[src/rtl/plskt_pkg.sv]
package plskt_pkg;
	// Instruction encodings (10-bit words)
	localparam logic [9:0] OP_SKIP_TRIG = 10'h03a;
	localparam logic [9:0] OP_SKIP_RESUME = 10'h003;
	localparam int SENSE_SEL_BIT = 2;
	localparam logic SENSE_LOW = 1'h0;
	localparam logic SENSE_HIGH = 1'h1;
	localparam logic [3:0] CTRL_RESET = 4'h0;

	typedef struct packed {
		logic valid;
		logic [9:0] opcode;
	} plskt_instr_t;

	typedef struct packed {
		logic exec_valid;
		logic suppress;
	} plskt_result_t;
endpackage

[src/rtl/plskt_core.sv]
`timescale 1ns/1ps
// Contract
// - Select 0: skip next when trigger low
// - Select 1: skip next when trigger high
// - Polarity select is control register bit 2
// - Resume test skips next when flag set
// - Resume test leaves resume flag unchanged
module plskt_core import plskt_pkg::*; (
	// Clock and reset
	input wire logic sys_clk,
	input wire logic nrst,
	input wire logic clk_en,
	// Instruction stream from sequencer
	input wire plskt_instr_t instr,
	// Device state
	input wire logic [3:0] external_trigger_ctrl_reg,
	input wire logic trigger_pin,
	input wire logic standby_resume_flag,
	// Result for the instruction issued one cycle earlier
	output plskt_result_t result,
	output logic skip_taken
);

	logic pin_s1_q, pin_s1_d;
	logic pin_s2_q, pin_s2_d;
	logic skip_pend_q, skip_pend_d;
	plskt_result_t result_q, result_d;
	logic skip_taken_q, skip_taken_d;
	logic ext_level_sense_sel;
	logic cond;

	// Skip polarity for the trigger test
	function automatic logic trig_match(input logic sel, input logic pin);
		trig_match = (sel == SENSE_HIGH) ? pin : ~pin;
	endfunction

	// Opcode decode shared by logic and checks
	function automatic logic is_trig_test(input plskt_instr_t w);
		is_trig_test = (w.opcode == OP_SKIP_TRIG);
	endfunction

	function automatic logic is_resume_test(input plskt_instr_t w);
		is_resume_test = (w.opcode == OP_SKIP_RESUME);
	endfunction

	assign ext_level_sense_sel =
		external_trigger_ctrl_reg[SENSE_SEL_BIT];

	// Two-flop synchroniser for the trigger pin
	always_comb begin
		pin_s1_d = trigger_pin;
		pin_s2_d = pin_s1_q;
	end

	always_ff @(posedge sys_clk) begin
		if (!nrst) begin
			pin_s1_q <= 1'b0;
			pin_s2_q <= 1'b0;
		end else if (clk_en) begin
			pin_s1_q <= pin_s1_d;
			pin_s2_q <= pin_s2_d;
		end
	end

	// Skip condition of the word on the bus
	always_comb begin
		cond = 1'b0;
		if (is_trig_test(instr)) begin
			cond = trig_match(ext_level_sense_sel, pin_s2_q);
		end else if (is_resume_test(instr)) begin
			// Flag only read, never written
			cond = standby_resume_flag;
		end
	end

	// Pending skip and per-word result
	always_comb begin
		skip_pend_d = skip_pend_q;
		result_d = '0;
		skip_taken_d = 1'b0;
		if (instr.valid) begin
			// Skipped word is consumed but has no effect
			result_d.exec_valid = 1'b1;
			result_d.suppress = skip_pend_q;
			skip_pend_d = ~skip_pend_q & cond;
			skip_taken_d = ~skip_pend_q & cond;
		end
	end

	always_ff @(posedge sys_clk) begin
		if (!nrst) begin
			skip_pend_q <= 1'b0;
			result_q <= '0;
			skip_taken_q <= 1'b0;
		end else if (clk_en) begin
			skip_pend_q <= skip_pend_d;
			result_q <= result_d;
			skip_taken_q <= skip_taken_d;
		end
	end

	assign result = result_q;
	assign skip_taken = skip_taken_q;

	// Trigger level test
	AST_TRIG_LOW: assert property (
		@(posedge sys_clk) disable iff (!nrst)
		clk_en && instr.valid && !skip_pend_q && is_trig_test(instr)
		&& external_trigger_ctrl_reg[SENSE_SEL_BIT] == SENSE_LOW
		|=> skip_taken == !$past(pin_s2_q))
		else $error("trigger low skip wrong");

	AST_TRIG_HIGH: assert property (
		@(posedge sys_clk) disable iff (!nrst)
		clk_en && instr.valid && !skip_pend_q && is_trig_test(instr)
		&& external_trigger_ctrl_reg[SENSE_SEL_BIT] == SENSE_HIGH
		|=> skip_taken == $past(pin_s2_q))
		else $error("trigger high skip wrong");

	AST_SEL_BIT: assert property (
		@(posedge sys_clk) disable iff (!nrst)
		clk_en && instr.valid && !skip_pend_q && is_trig_test(instr)
		|=> skip_taken == ($past(pin_s2_q)
		== $past(external_trigger_ctrl_reg[SENSE_SEL_BIT])))
		else $error("select bit position wrong");

	AST_SYNC_DELAY: assert property (
		@(posedge sys_clk) disable iff (!nrst)
		clk_en |=> pin_s2_q == $past(pin_s1_q))
		else $error("pin synchroniser skipped a stage");

	// Standby resume test
	AST_RESUME: assert property (
		@(posedge sys_clk) disable iff (!nrst)
		clk_en && instr.valid && !skip_pend_q && is_resume_test(instr)
		|=> skip_taken == $past(standby_resume_flag))
		else $error("resume skip wrong");

	AST_RESUME_CLEAR: assert property (
		@(posedge sys_clk) disable iff (!nrst)
		clk_en && instr.valid && !skip_pend_q && is_resume_test(instr)
		&& !standby_resume_flag ##1 clk_en && instr.valid
		|=> result.exec_valid && !result.suppress)
		else $error("resume test skipped with flag clear");

	AST_RESUME_NOSTATE: assert property (
		@(posedge sys_clk) disable iff (!nrst)
		clk_en && instr.valid && !skip_pend_q && is_resume_test(instr)
		&& standby_resume_flag
		##1 clk_en && instr.valid
		##1 clk_en && instr.valid && is_resume_test(instr)
		&& standby_resume_flag
		|=> skip_taken)
		else $error("resume test altered state");

	// Suppression and timing
	AST_SUPPRESS_NEXT: assert property (
		@(posedge sys_clk) disable iff (!nrst)
		clk_en && instr.valid && skip_pend_d ##1 clk_en && instr.valid
		|=> result.suppress && !skip_taken)
		else $error("skipped word not suppressed");

	AST_ONE_CYCLE: assert property (
		@(posedge sys_clk) disable iff (!nrst)
		clk_en && instr.valid |=> result.exec_valid)
		else $error("result not in one cycle");

	AST_NO_CHAIN: assert property (
		@(posedge sys_clk) disable iff (!nrst)
		result.suppress |-> !skip_taken)
		else $error("suppressed word skipped");

	AST_SUPPRESS_VALID: assert property (
		@(posedge sys_clk) disable iff (!nrst)
		result.suppress |-> result.exec_valid)
		else $error("suppress without a word");

	AST_SUPPRESS_ONCE: assert property (
		@(posedge sys_clk) disable iff (!nrst)
		clk_en && instr.valid && skip_pend_q |=> !skip_pend_q)
		else $error("skip carried past one word");

	AST_SKIP_MARKS_PEND: assert property (
		@(posedge sys_clk) disable iff (!nrst)
		skip_taken |-> skip_pend_q)
		else $error("skip taken without pending suppress");

	AST_SKIP_FROM_TEST: assert property (
		@(posedge sys_clk) disable iff (!nrst)
		skip_taken && $past(clk_en)
		|-> $past(is_trig_test(instr)) || $past(is_resume_test(instr)))
		else $error("skip from a word that tests nothing");

	AST_OTHER_NO_SKIP: assert property (
		@(posedge sys_clk) disable iff (!nrst)
		clk_en && instr.valid && !is_trig_test(instr)
		&& !is_resume_test(instr)
		|=> !skip_taken && !skip_pend_q)
		else $error("non-test word skipped");

	AST_IDLE_QUIET: assert property (
		@(posedge sys_clk) disable iff (!nrst)
		clk_en && !instr.valid
		|=> !result.exec_valid && !result.suppress && !skip_taken)
		else $error("result without a word");

	AST_PEND_HOLD: assert property (
		@(posedge sys_clk) disable iff (!nrst)
		!instr.valid |=> skip_pend_q == $past(skip_pend_q))
		else $error("pending skip lost between words");

	// Clock enable and reset
	AST_FREEZE: assert property (
		@(posedge sys_clk) disable iff (!nrst)
		!clk_en |=> $stable(result) && $stable(skip_taken)
		&& $stable(skip_pend_q))
		else $error("state moved while frozen");

	AST_RESET_CLEAR: assert property (
		@(posedge sys_clk)
		!nrst |=> !result.exec_valid && !result.suppress && !skip_taken
		&& !skip_pend_q)
		else $error("reset left a result");
endmodule

[config.mk]
export PLATFORM = sky130hd
export DESIGN_NAME = plskt_core
export DESIGN_NICKNAME = d
export VERILOG_FILES = /design/src/rtl/plskt_pkg.sv /design/src/rtl/plskt_core.sv
export SDC_FILE = /design/constraint.sdc
export NUM_CORES = 1
export LEC_CHECK = 0
export BUFFER_PORTS_ARGS = -buffer_cell sky130_fd_sc_hd__buf_4
export CAP_MARGIN = 15
export CORE_AREA = 4 4 41 43
export CTS_CLUSTER_DIAMETER = 30
export DETAILED_ROUTE_END_ITERATION = 6
export DIE_AREA = 0 0 45 47
export GPL_TIMING_DRIVEN = 0
export PLACE_DENSITY_LB_ADDON = 0.12
export SETUP_SLACK_MARGIN = 0.2
export SYNTH_ARGS = -nofsm -noshare
export SYNTH_HDL_FRONTEND = slang
export SYNTH_SLANG_ARGS = --single-unit
export TNS_END_PERCENT = 100
[constraint.sdc]
create_clock -name sys_clk -period 1.7 [get_ports sys_clk]
set_clock_uncertainty 0.05 [all_clocks]
set_input_delay 0.17 -clock sys_clk [delete_from_list [all_inputs] [get_ports sys_clk]]
set_output_delay 0.17 -clock sys_clk [all_outputs]
set_load 0.01 [all_outputs]
==> Yosys cells after proc, flatten, opt, wreduce, memory -nomap -nowiden <==
Cells that the tools add are included.
{ "classes": {"eq_ne": 2, "muxes": 5, "n_bitwise": 3, "n_reduce_logical": 1} }
{ "ops": {"columns": ["op", "n"], "rows": [
  ["$eq 10x2->1 const B", 1],
  ["$eq 10x6->1 const B", 1],
  ["$mux 1", 4],
  ["$mux 2", 1],
  ["$not 1->1", 2],
  ["$reduce_and 2->1", 1],
  ["$and 1x1->1", 1]
]} }
{ "totals": {"register_bits": 6, "input_bits": 20, "output_inout_bits": 3, "wordCells": 17} }

==> Depth between registers and ports, before layout <==
Gate-level depths: netlist of run 1.
{ "depth": {"word_depth": 5, "ltp_mapped": 4, "mapped_depth_nobuf": 3} }

==> Worst setup path after synthesis of run 1 <==
OpenSTA, ideal clock, no wires.
{ "synth_timing": {"kind": "reg2reg", "start": "register skip_pend_q", "end": "register skip_taken_q (netlist: skip_taken)", "setup_ns": 0.075, "arrival_time_ns": 0.819, "t_required_ns": 1.575, "setup_slack_ns": 0.757, "path_stages_with_launch": 4, "path_buffers": 0, "synth_period_minus_slack_ns": 0.943, "path_cell_list": "dfxtp_1 -> nor4b_2 -> nand4_1 -> o22ai_1"} }
{ "synth_between": {"elab_chain_cells": 3} }
{ "synth_rtl": {"columns": ["element", "line_no", "text"], "rows": [
  ["start, declared", "plskt_core.sv:26", "logic skip_pend_q, skip_pend_d;"],
  ["start signal, assigned", "plskt_core.sv:96", "skip_pend_q <= skip_pend_d;"],
  ["$not 1->1", "plskt_core.sv:86", "skip_taken_d = ~skip_pend_q & cond;"],
  ["$and 1x1->1", "plskt_core.sv:86", null],
  ["$mux 1", "plskt_core.sv:81", "if (instr.valid) begin"],
  ["end signal, assigned", "plskt_core.sv:98", "skip_taken_q <= skip_taken_d;"],
  ["end, declared", "plskt_core.sv:28", "logic skip_taken_q, skip_taken_d;"]
]} }
Every way passes these cells.
A chain may end at the register's enable or synchronous reset.

==> Worst setup path after layout of run 1 <==
Ends and elaborated chain as after synthesis.

==> impl_metrics.ini, run 1 <==
[logic_synthesis]
leading_register_cell_type_out_of_synthesis = dfxtp_1
yosysUniqueCellTypes = 17
synth_fp_nets = 48
synth_most_common_cell = dfxtp_1
synth.area.top_cells = dfxtp_1, nor4b_2, mux2i_1
synthesis.area_per_instance_um2 = 10.32
synth_edf_count = 0
post_synthesis_cell_count = 28
async_sr_flop_fraction = 0
mappedNetlistArea_um2 = 289.0
ys_seq_area_frac = 0.4156
synth_largest_type_area_fraction = 0.4156
yosysWarningCount = 0
synth_largest_area_cell = dfxtp_1
yosys_register_bits = 6

[place]
post-place-ws_ps = 666.0
placed_cells = 61
gp_congestion = 0.6369
place.port_buffers = 18
hpwlAfterDp_um = 637.7

[layout]
fillCellCount = 143
area_of_combinational_cells_with_multiple_inputs_um2 = 163.9
ff_latch_area_um2 = 120.1
synthToLayoutAreaGrowth_pct = 61.04
drive_gt1_frac = 0.5102
n_antenna_cell = 0
stdcell_count = 64
finish.net_count = 71

[worst_setup_path]
worstSetupStartpoint = skip_pend_q
timing.critical_path.to = skip_taken
crit_chain = nor4b_2, nand4_1, o22ai_1
cp.depth = 3
cpLargestDelayFamily = simple AND/OR/NAND/NOR gates
worst-endpoint-required_ps = 1820
cp-start-kind = flop
timing.setup.critical_path_class = reg2reg
crit_fanout = 3
reg2reg_slack_ps = 680
cp_num_buf_inv = 0
crit-reg2reg-capture = skip_taken
r2r_cells = 3
arrival_ps = 1140
worstReg2RegStart = skip_pend_q
worst_path_largest_cell_delay_ps = 320
crit_path_top_delay_cell = dfxtp_1
endpoint_kind = flop

[cts]
cts_tree = yes
numClockSinks = 6
clock_latency_late_sink_ps = 240
post_cts_repair_timing_setup_buffer_count = 0
cts_root_buffer = clkbuf_4
tritoncts_buffer_count = 3
cts_hold_buffers = 0
cts_buffer_depth = 2
clkSlewWorstSetupHoldPaths_ps = 50
cts-resized-gates = 0
htreeDepth = 1

[power]
p_per_area_nw_per_um2 = 710.8
clockPowerShare = 0.402
power.share.sequential = 0.443
switching_share = 0.2167
power_leakage_nw = 0.1962
switching_power_mw = 0.07170
internal_power_mw = 0.2591
power.ir.vdd_worst_v = 0.0002919
combinational_power_share = 0.155
fin_total_pwr_mw = 0.3308

[floorplanning]
initial_core_util = 0.2221
fp-row-count = 13
die_height_um = 47
num_io_pins = 23
floorplan.die.width_um = 45
fp.dieArea_um2 = 2115
fp.coreArea_um2 = 1301

[sta]
timing.max_slew.rel_slack = 0.8303
final-max-slew-violation-count = 0
share_of_the_cycle_needed_by_the_critical_path_after_routing = 0.5987
rsz_0062_raised_after_global_routing = no
final.min_clock_period_ps = 1018
final-setup-viol-count = 0
tns_ps = 0
finalWorstSetupSlack_ps = 682.2
achievable-frequency_mhz = 982.5
finalHoldViolCount = 0
tightest_slew_ps = 251.0

[status]
outcome = completed

[global_routing]
wire_length_of_the_first_global_routing_pass_um = 1110
via_count_of_the_first_global_routing_pass = 288
global_route.peak_usage_layer = met2
met2_usage = 0.1243
grt_start_max_net_pins = 9
grt_overflow = 0
grt_use_met1 = 0.07500
antenna_violations_before_repair = 0
grt_util_met3 = 0.03831
track_usage = 0.08057

[route]
pre_repair_dr_iteration_count = 1
route.detailed.vias_per_inst = 4.422
routedWlPerCell_um = 11.70
dr.first_iter.drc_count = 0
remaining_drcs = 0
ant_nets = 0
aggregate_routed_wire_length_um = 749
via_count = 283

[min_path]
holdCritPathClass = in2reg

[flow_run]
cap_violations = 0
==> logic make-up (layout without fill, tap and decap cells) <==
group           Yosys count  after routing  synth area share
mux                       2              2           0.06927
simple gates             13             13            0.3377
compound gates            5              5            0.1299
xor+xnor                  1              1           0.03031
flops                     6              6            0.4156
buf+inv                   1             22           0.01730
==> flip-flops by register name, indices dropped and copies added, names as in the netlist <==
signal,count
skip_pend_q,1
pin_s1_q,1
pin_s2_q,1
skip_taken,1
result,2
==> layout make-up <==
cell class / instances / area share
Buffer: 1 / 0.01075
Multi-Input combinational cell: 21 / 0.3522
Sequential cell: 6 / 0.2581
Tap cell: 15 / 0.04032
Clock buffer: 3 / 0.04839
Timing Repair Buffer: 18 / 0.2903
==> worst min path at each step <==
stage                     slack, ps         from  depth (start not counted)        to
after floorplan                 250         nrst                          1  pin_s1_q
after global routing            130  trigger_pin                          3  pin_s1_q
after global placement          380  trigger_pin                          3  pin_s1_q
after CTS                       130  trigger_pin                          3  pin_s1_q
after detailed placement        390  trigger_pin                          3  pin_s1_q
final                           140  trigger_pin                          3  pin_s1_q
==> per-layer routing <==
layer | vias up | wire length (µm)
met5 | - | 0
met4 | 0 | 14
met3 | 2 | 49
met2 | 10 | 390
met1 | 124 | 294
li1 | 147 | -
==> power groups by stage <==
stage | Sequential, mW | Combinational (mW) | Clock, mW
after floorplan | 0.149 | 0.0166 | 0
after global placement | 0.149 | 0.0505 | 0
after detailed placement | 0.149 | 0.0518 | 0
after CTS | 0.146 | 0.0521 | 0.147
after global routing | 0.146 | 0.0552 | 0.156
final | 0.147 | 0.0512 | 0.133
==> worst register-to-register path: stages, from the launching register on <==
cell     delay [ps]
dfxtp_1         320
nor4b_2         270
nand4_1         150
o22ai_1         160
==> layout by cell type (no fill, tap or decap) <==
master	instances
buf_4	18
nand4_1	1
a22oi_1	1
nor4b_2	2
nand2b_1	2
nand3_1	2
o21ai_1	1
a21boi_1	1
dfxtp_1	6
a21boi_2	1
mux2i_1	2
buf_2	1
nor2b_1	2
and4b_1	1
xnor2_1	1
clkbuf_4	3
o22ai_1	1
nand2_1	2
nor4b_1	1
==> stage by stage <==
stage | utilization | cell area [µm²] | hold slack [ps]
after floorplan | - | 289.0 | 248.2
after global placement | 0.3404 | 442.9 | 380.6
after detailed placement | 0.3404 | 442.9 | 389.5
after CTS | 0.3577 | 465.4 | 126.5
after global routing | 0.3577 | 465.4 | 134.5
final | 0.3577 | 465.4 | 139.7
No activity file was read; power rests on OpenSTA's default activity.
==> run 2, diff against run 1 <==
Settings changed: ABC_AREA set to 1.
Clock period 1.7 ns to 1.05 ns, I/O delays scaled along.
==> run 2 against run 1 <==
  * Hold slack got worse by 84 ps
  * Setup slack got worse by 510 ps
  * Via count increased by 16%
  * Critical endpoint is now skip_pend_q
==> impl_metrics.ini, run 2 <==
[status]
outcome = completed

[logic_synthesis]
synth.area.top_cells = dfxtp_1, nand2_1, inv_1
yosysUniqueCellTypes = 12
synth_most_common_cell = nand2_1
leading_register_cell_type_out_of_synthesis = dfxtp_1
yosysWarningCount = 0
synth_edf_count = 0
synth_fp_nets = 67
synth.top_cells.by_count = nand2_1, inv_1, dfxtp_1
synth_largest_area_cell = dfxtp_1
synthesis.area_per_instance_um2 = 6.629
async_sr_flop_fraction = 0
synth_largest_type_area_fraction = 0.3855
post_synthesis_cell_count = 47
mappedNetlistArea_um2 = 311.5
yosys_register_bits = 6
ys_seq_area_frac = 0.3855

[min_path]
holdCritPathClass = in2reg
hold_path_startpoint = trigger_pin
hold_depth = 3
hold_end = pin_s1_q

[sta]
finalWorstSetupSlack_ps = 169.8
final-max-slew-violation-count = 0
final.min_clock_period_ps = 880.2
final-setup-viol-count = 0
rsz_0062_raised_after_global_routing = yes
tns_ps = 0
share_of_the_cycle_needed_by_the_critical_path_after_routing = 0.8383
finalHoldViolCount = 0
whs_ps = 55.47
tightest_slew_ps = 165.3
achievable-frequency_mhz = 1136
timing.max_slew.rel_slack = 0.8897

[worst_setup_path]
r2r_cells = 5
cp-start-kind = flop
arrival_ps = 1000
endpoint_kind = flop
timing.setup.critical_path_class = reg2reg
crit-reg2reg-capture = skip_pend_q
crit_fanout = 3
worstReg2RegStart = skip_pend_q
worst-endpoint-required_ps = 1170
reg2reg_slack_ps = 170

[power]
power_leakage_nw = 0.2550
power.ir.vdd_worst_v = 0.0006374
fin_total_pwr_mw = 0.5428
p_per_area_nw_per_um2 = 1071

[global_routing]
antenna_violations_before_repair = 0
grt_overflow = 0
via_count_of_the_first_global_routing_pass = 283
wire_length_of_the_first_global_routing_pass_um = 1076
track_usage = 0.07522
grt_start_max_net_pins = 7

[layout]
n_antenna_cell = 0
drive_gt1_frac = 0.4783
area_of_combinational_cells_with_multiple_inputs_um2 = 157.7
stdcell_area_um2 = 506.7
largest_register_ff_count = 2
ff_latch_area_um2 = 123.9
fillCellCount = 155
postLayoutCoreUtil = 0.3894
finish.net_count = 91
most_common_cell_after_layout_fill_and_taps_aside = buf_4
most-common-layout-cells = buf_4, nand2_1, inv_1
stdcell_count = 84
synthToLayoutAreaGrowth_pct = 62.65

[cts]
clkSlewWorstSetupHoldPaths_ps = 40
post_cts_repair_timing_setup_buffer_count = 0
cts_hold_buffers = 0
cts_tree = yes
cts_root_buffer = clkbuf_4
clock_latency_late_sink_ps = 240
cts_buffer_depth = 2
cts-resized-gates = 2
numClockSinks = 6
htreeDepth = 1
tritoncts_buffer_count = 3

[place]
post-place-ws_ps = 148.0
place.port_buffers = 19
placed_cells = 81
gp_congestion = 0.6535
placement.cell_area_um2 = 473.0
hpwlAfterDp_um = 578.6

[route]
pre_repair_dr_iteration_count = 2
routedWlPerCell_um = 8.238
dr.first_iter.drc_count = 3
remaining_drcs = 0
route.detailed.vias_per_inst = 3.917
via_count = 329
ant_nets = 0
aggregate_routed_wire_length_um = 692

[floorplanning]
fp.coreArea_um2 = 1301
num_io_pins = 23
die_height_um = 47
fp-row-count = 13
initial_core_util = 0.2394
fp.dieArea_um2 = 2115
floorplan.die.width_um = 45

[flow_run]
cap_violations = 0
## run 2: cell types whose count changed in the layout (fill, tap and decap cells not counted), sizes merged, moves of 3 or more
cell and delta:
nand2 +12, inv +9, nor2 +8, a21oi +5
nor4b -3
## run 2: critical path: stages (launching register included)
cell	delay [ps]
dfxtp_2	320
nor2_2	90
nand3_2	80
nor2_2	90
nand3_2	70
a21oi_1	110
## run 2: cell families after synthesis
logic type	share of synthesized area
and+or+nand+nor	0.3936
DFF	0.3856
AOI/OAI and AO/OA	0.1124
buffers and inverters	0.1084
## run 2: cell type report
cell class,instances,area share
repair buffers,19,0.2963
flip-flops and latches,6,0.2444
inverters,9,0.06667
clock buffers,3,0.04444
well taps,15,0.03704
multi-input cells,32,0.3111
## run 2: how the worst max path moves through the flow
| stage | start | end | slack [ps] | depth (start not counted) |
|---|---|---|---|---|
| floorplan | skip_pend_q | skip_taken | 220 | 5 |
| global placement | pin_s2_q | skip_pend_q | 160 | 7 |
| detailed placement | pin_s2_q | skip_pend_q | 150 | 7 |
| CTS | skip_pend_q | skip_pend_q | 150 | 5 |
| global route | pin_s2_q | skip_pend_q | 90 | 7 |
| finish | skip_pend_q | skip_pend_q | 170 | 5 |
## run 2: per-layer routing
layer / wire [µm] / vias to the layer above / global-route usage
met5: 0 / - / 0
li1: - / 189 / -
met3: 80 / 0 / 0.06130
met4: 0 / 0 / 0.03509
met2: 337 / 11 / 0.1045
met1: 274 / 129 / 0.08238
## run 2: power by group
part           internal [mW]  leakage [nW]  switching, mW
Combinational         0.0565         0.191         0.0395
Sequential             0.236        0.0504        0.00393
Clock                  0.129        0.0138         0.0775
Total                  0.422         0.255          0.121
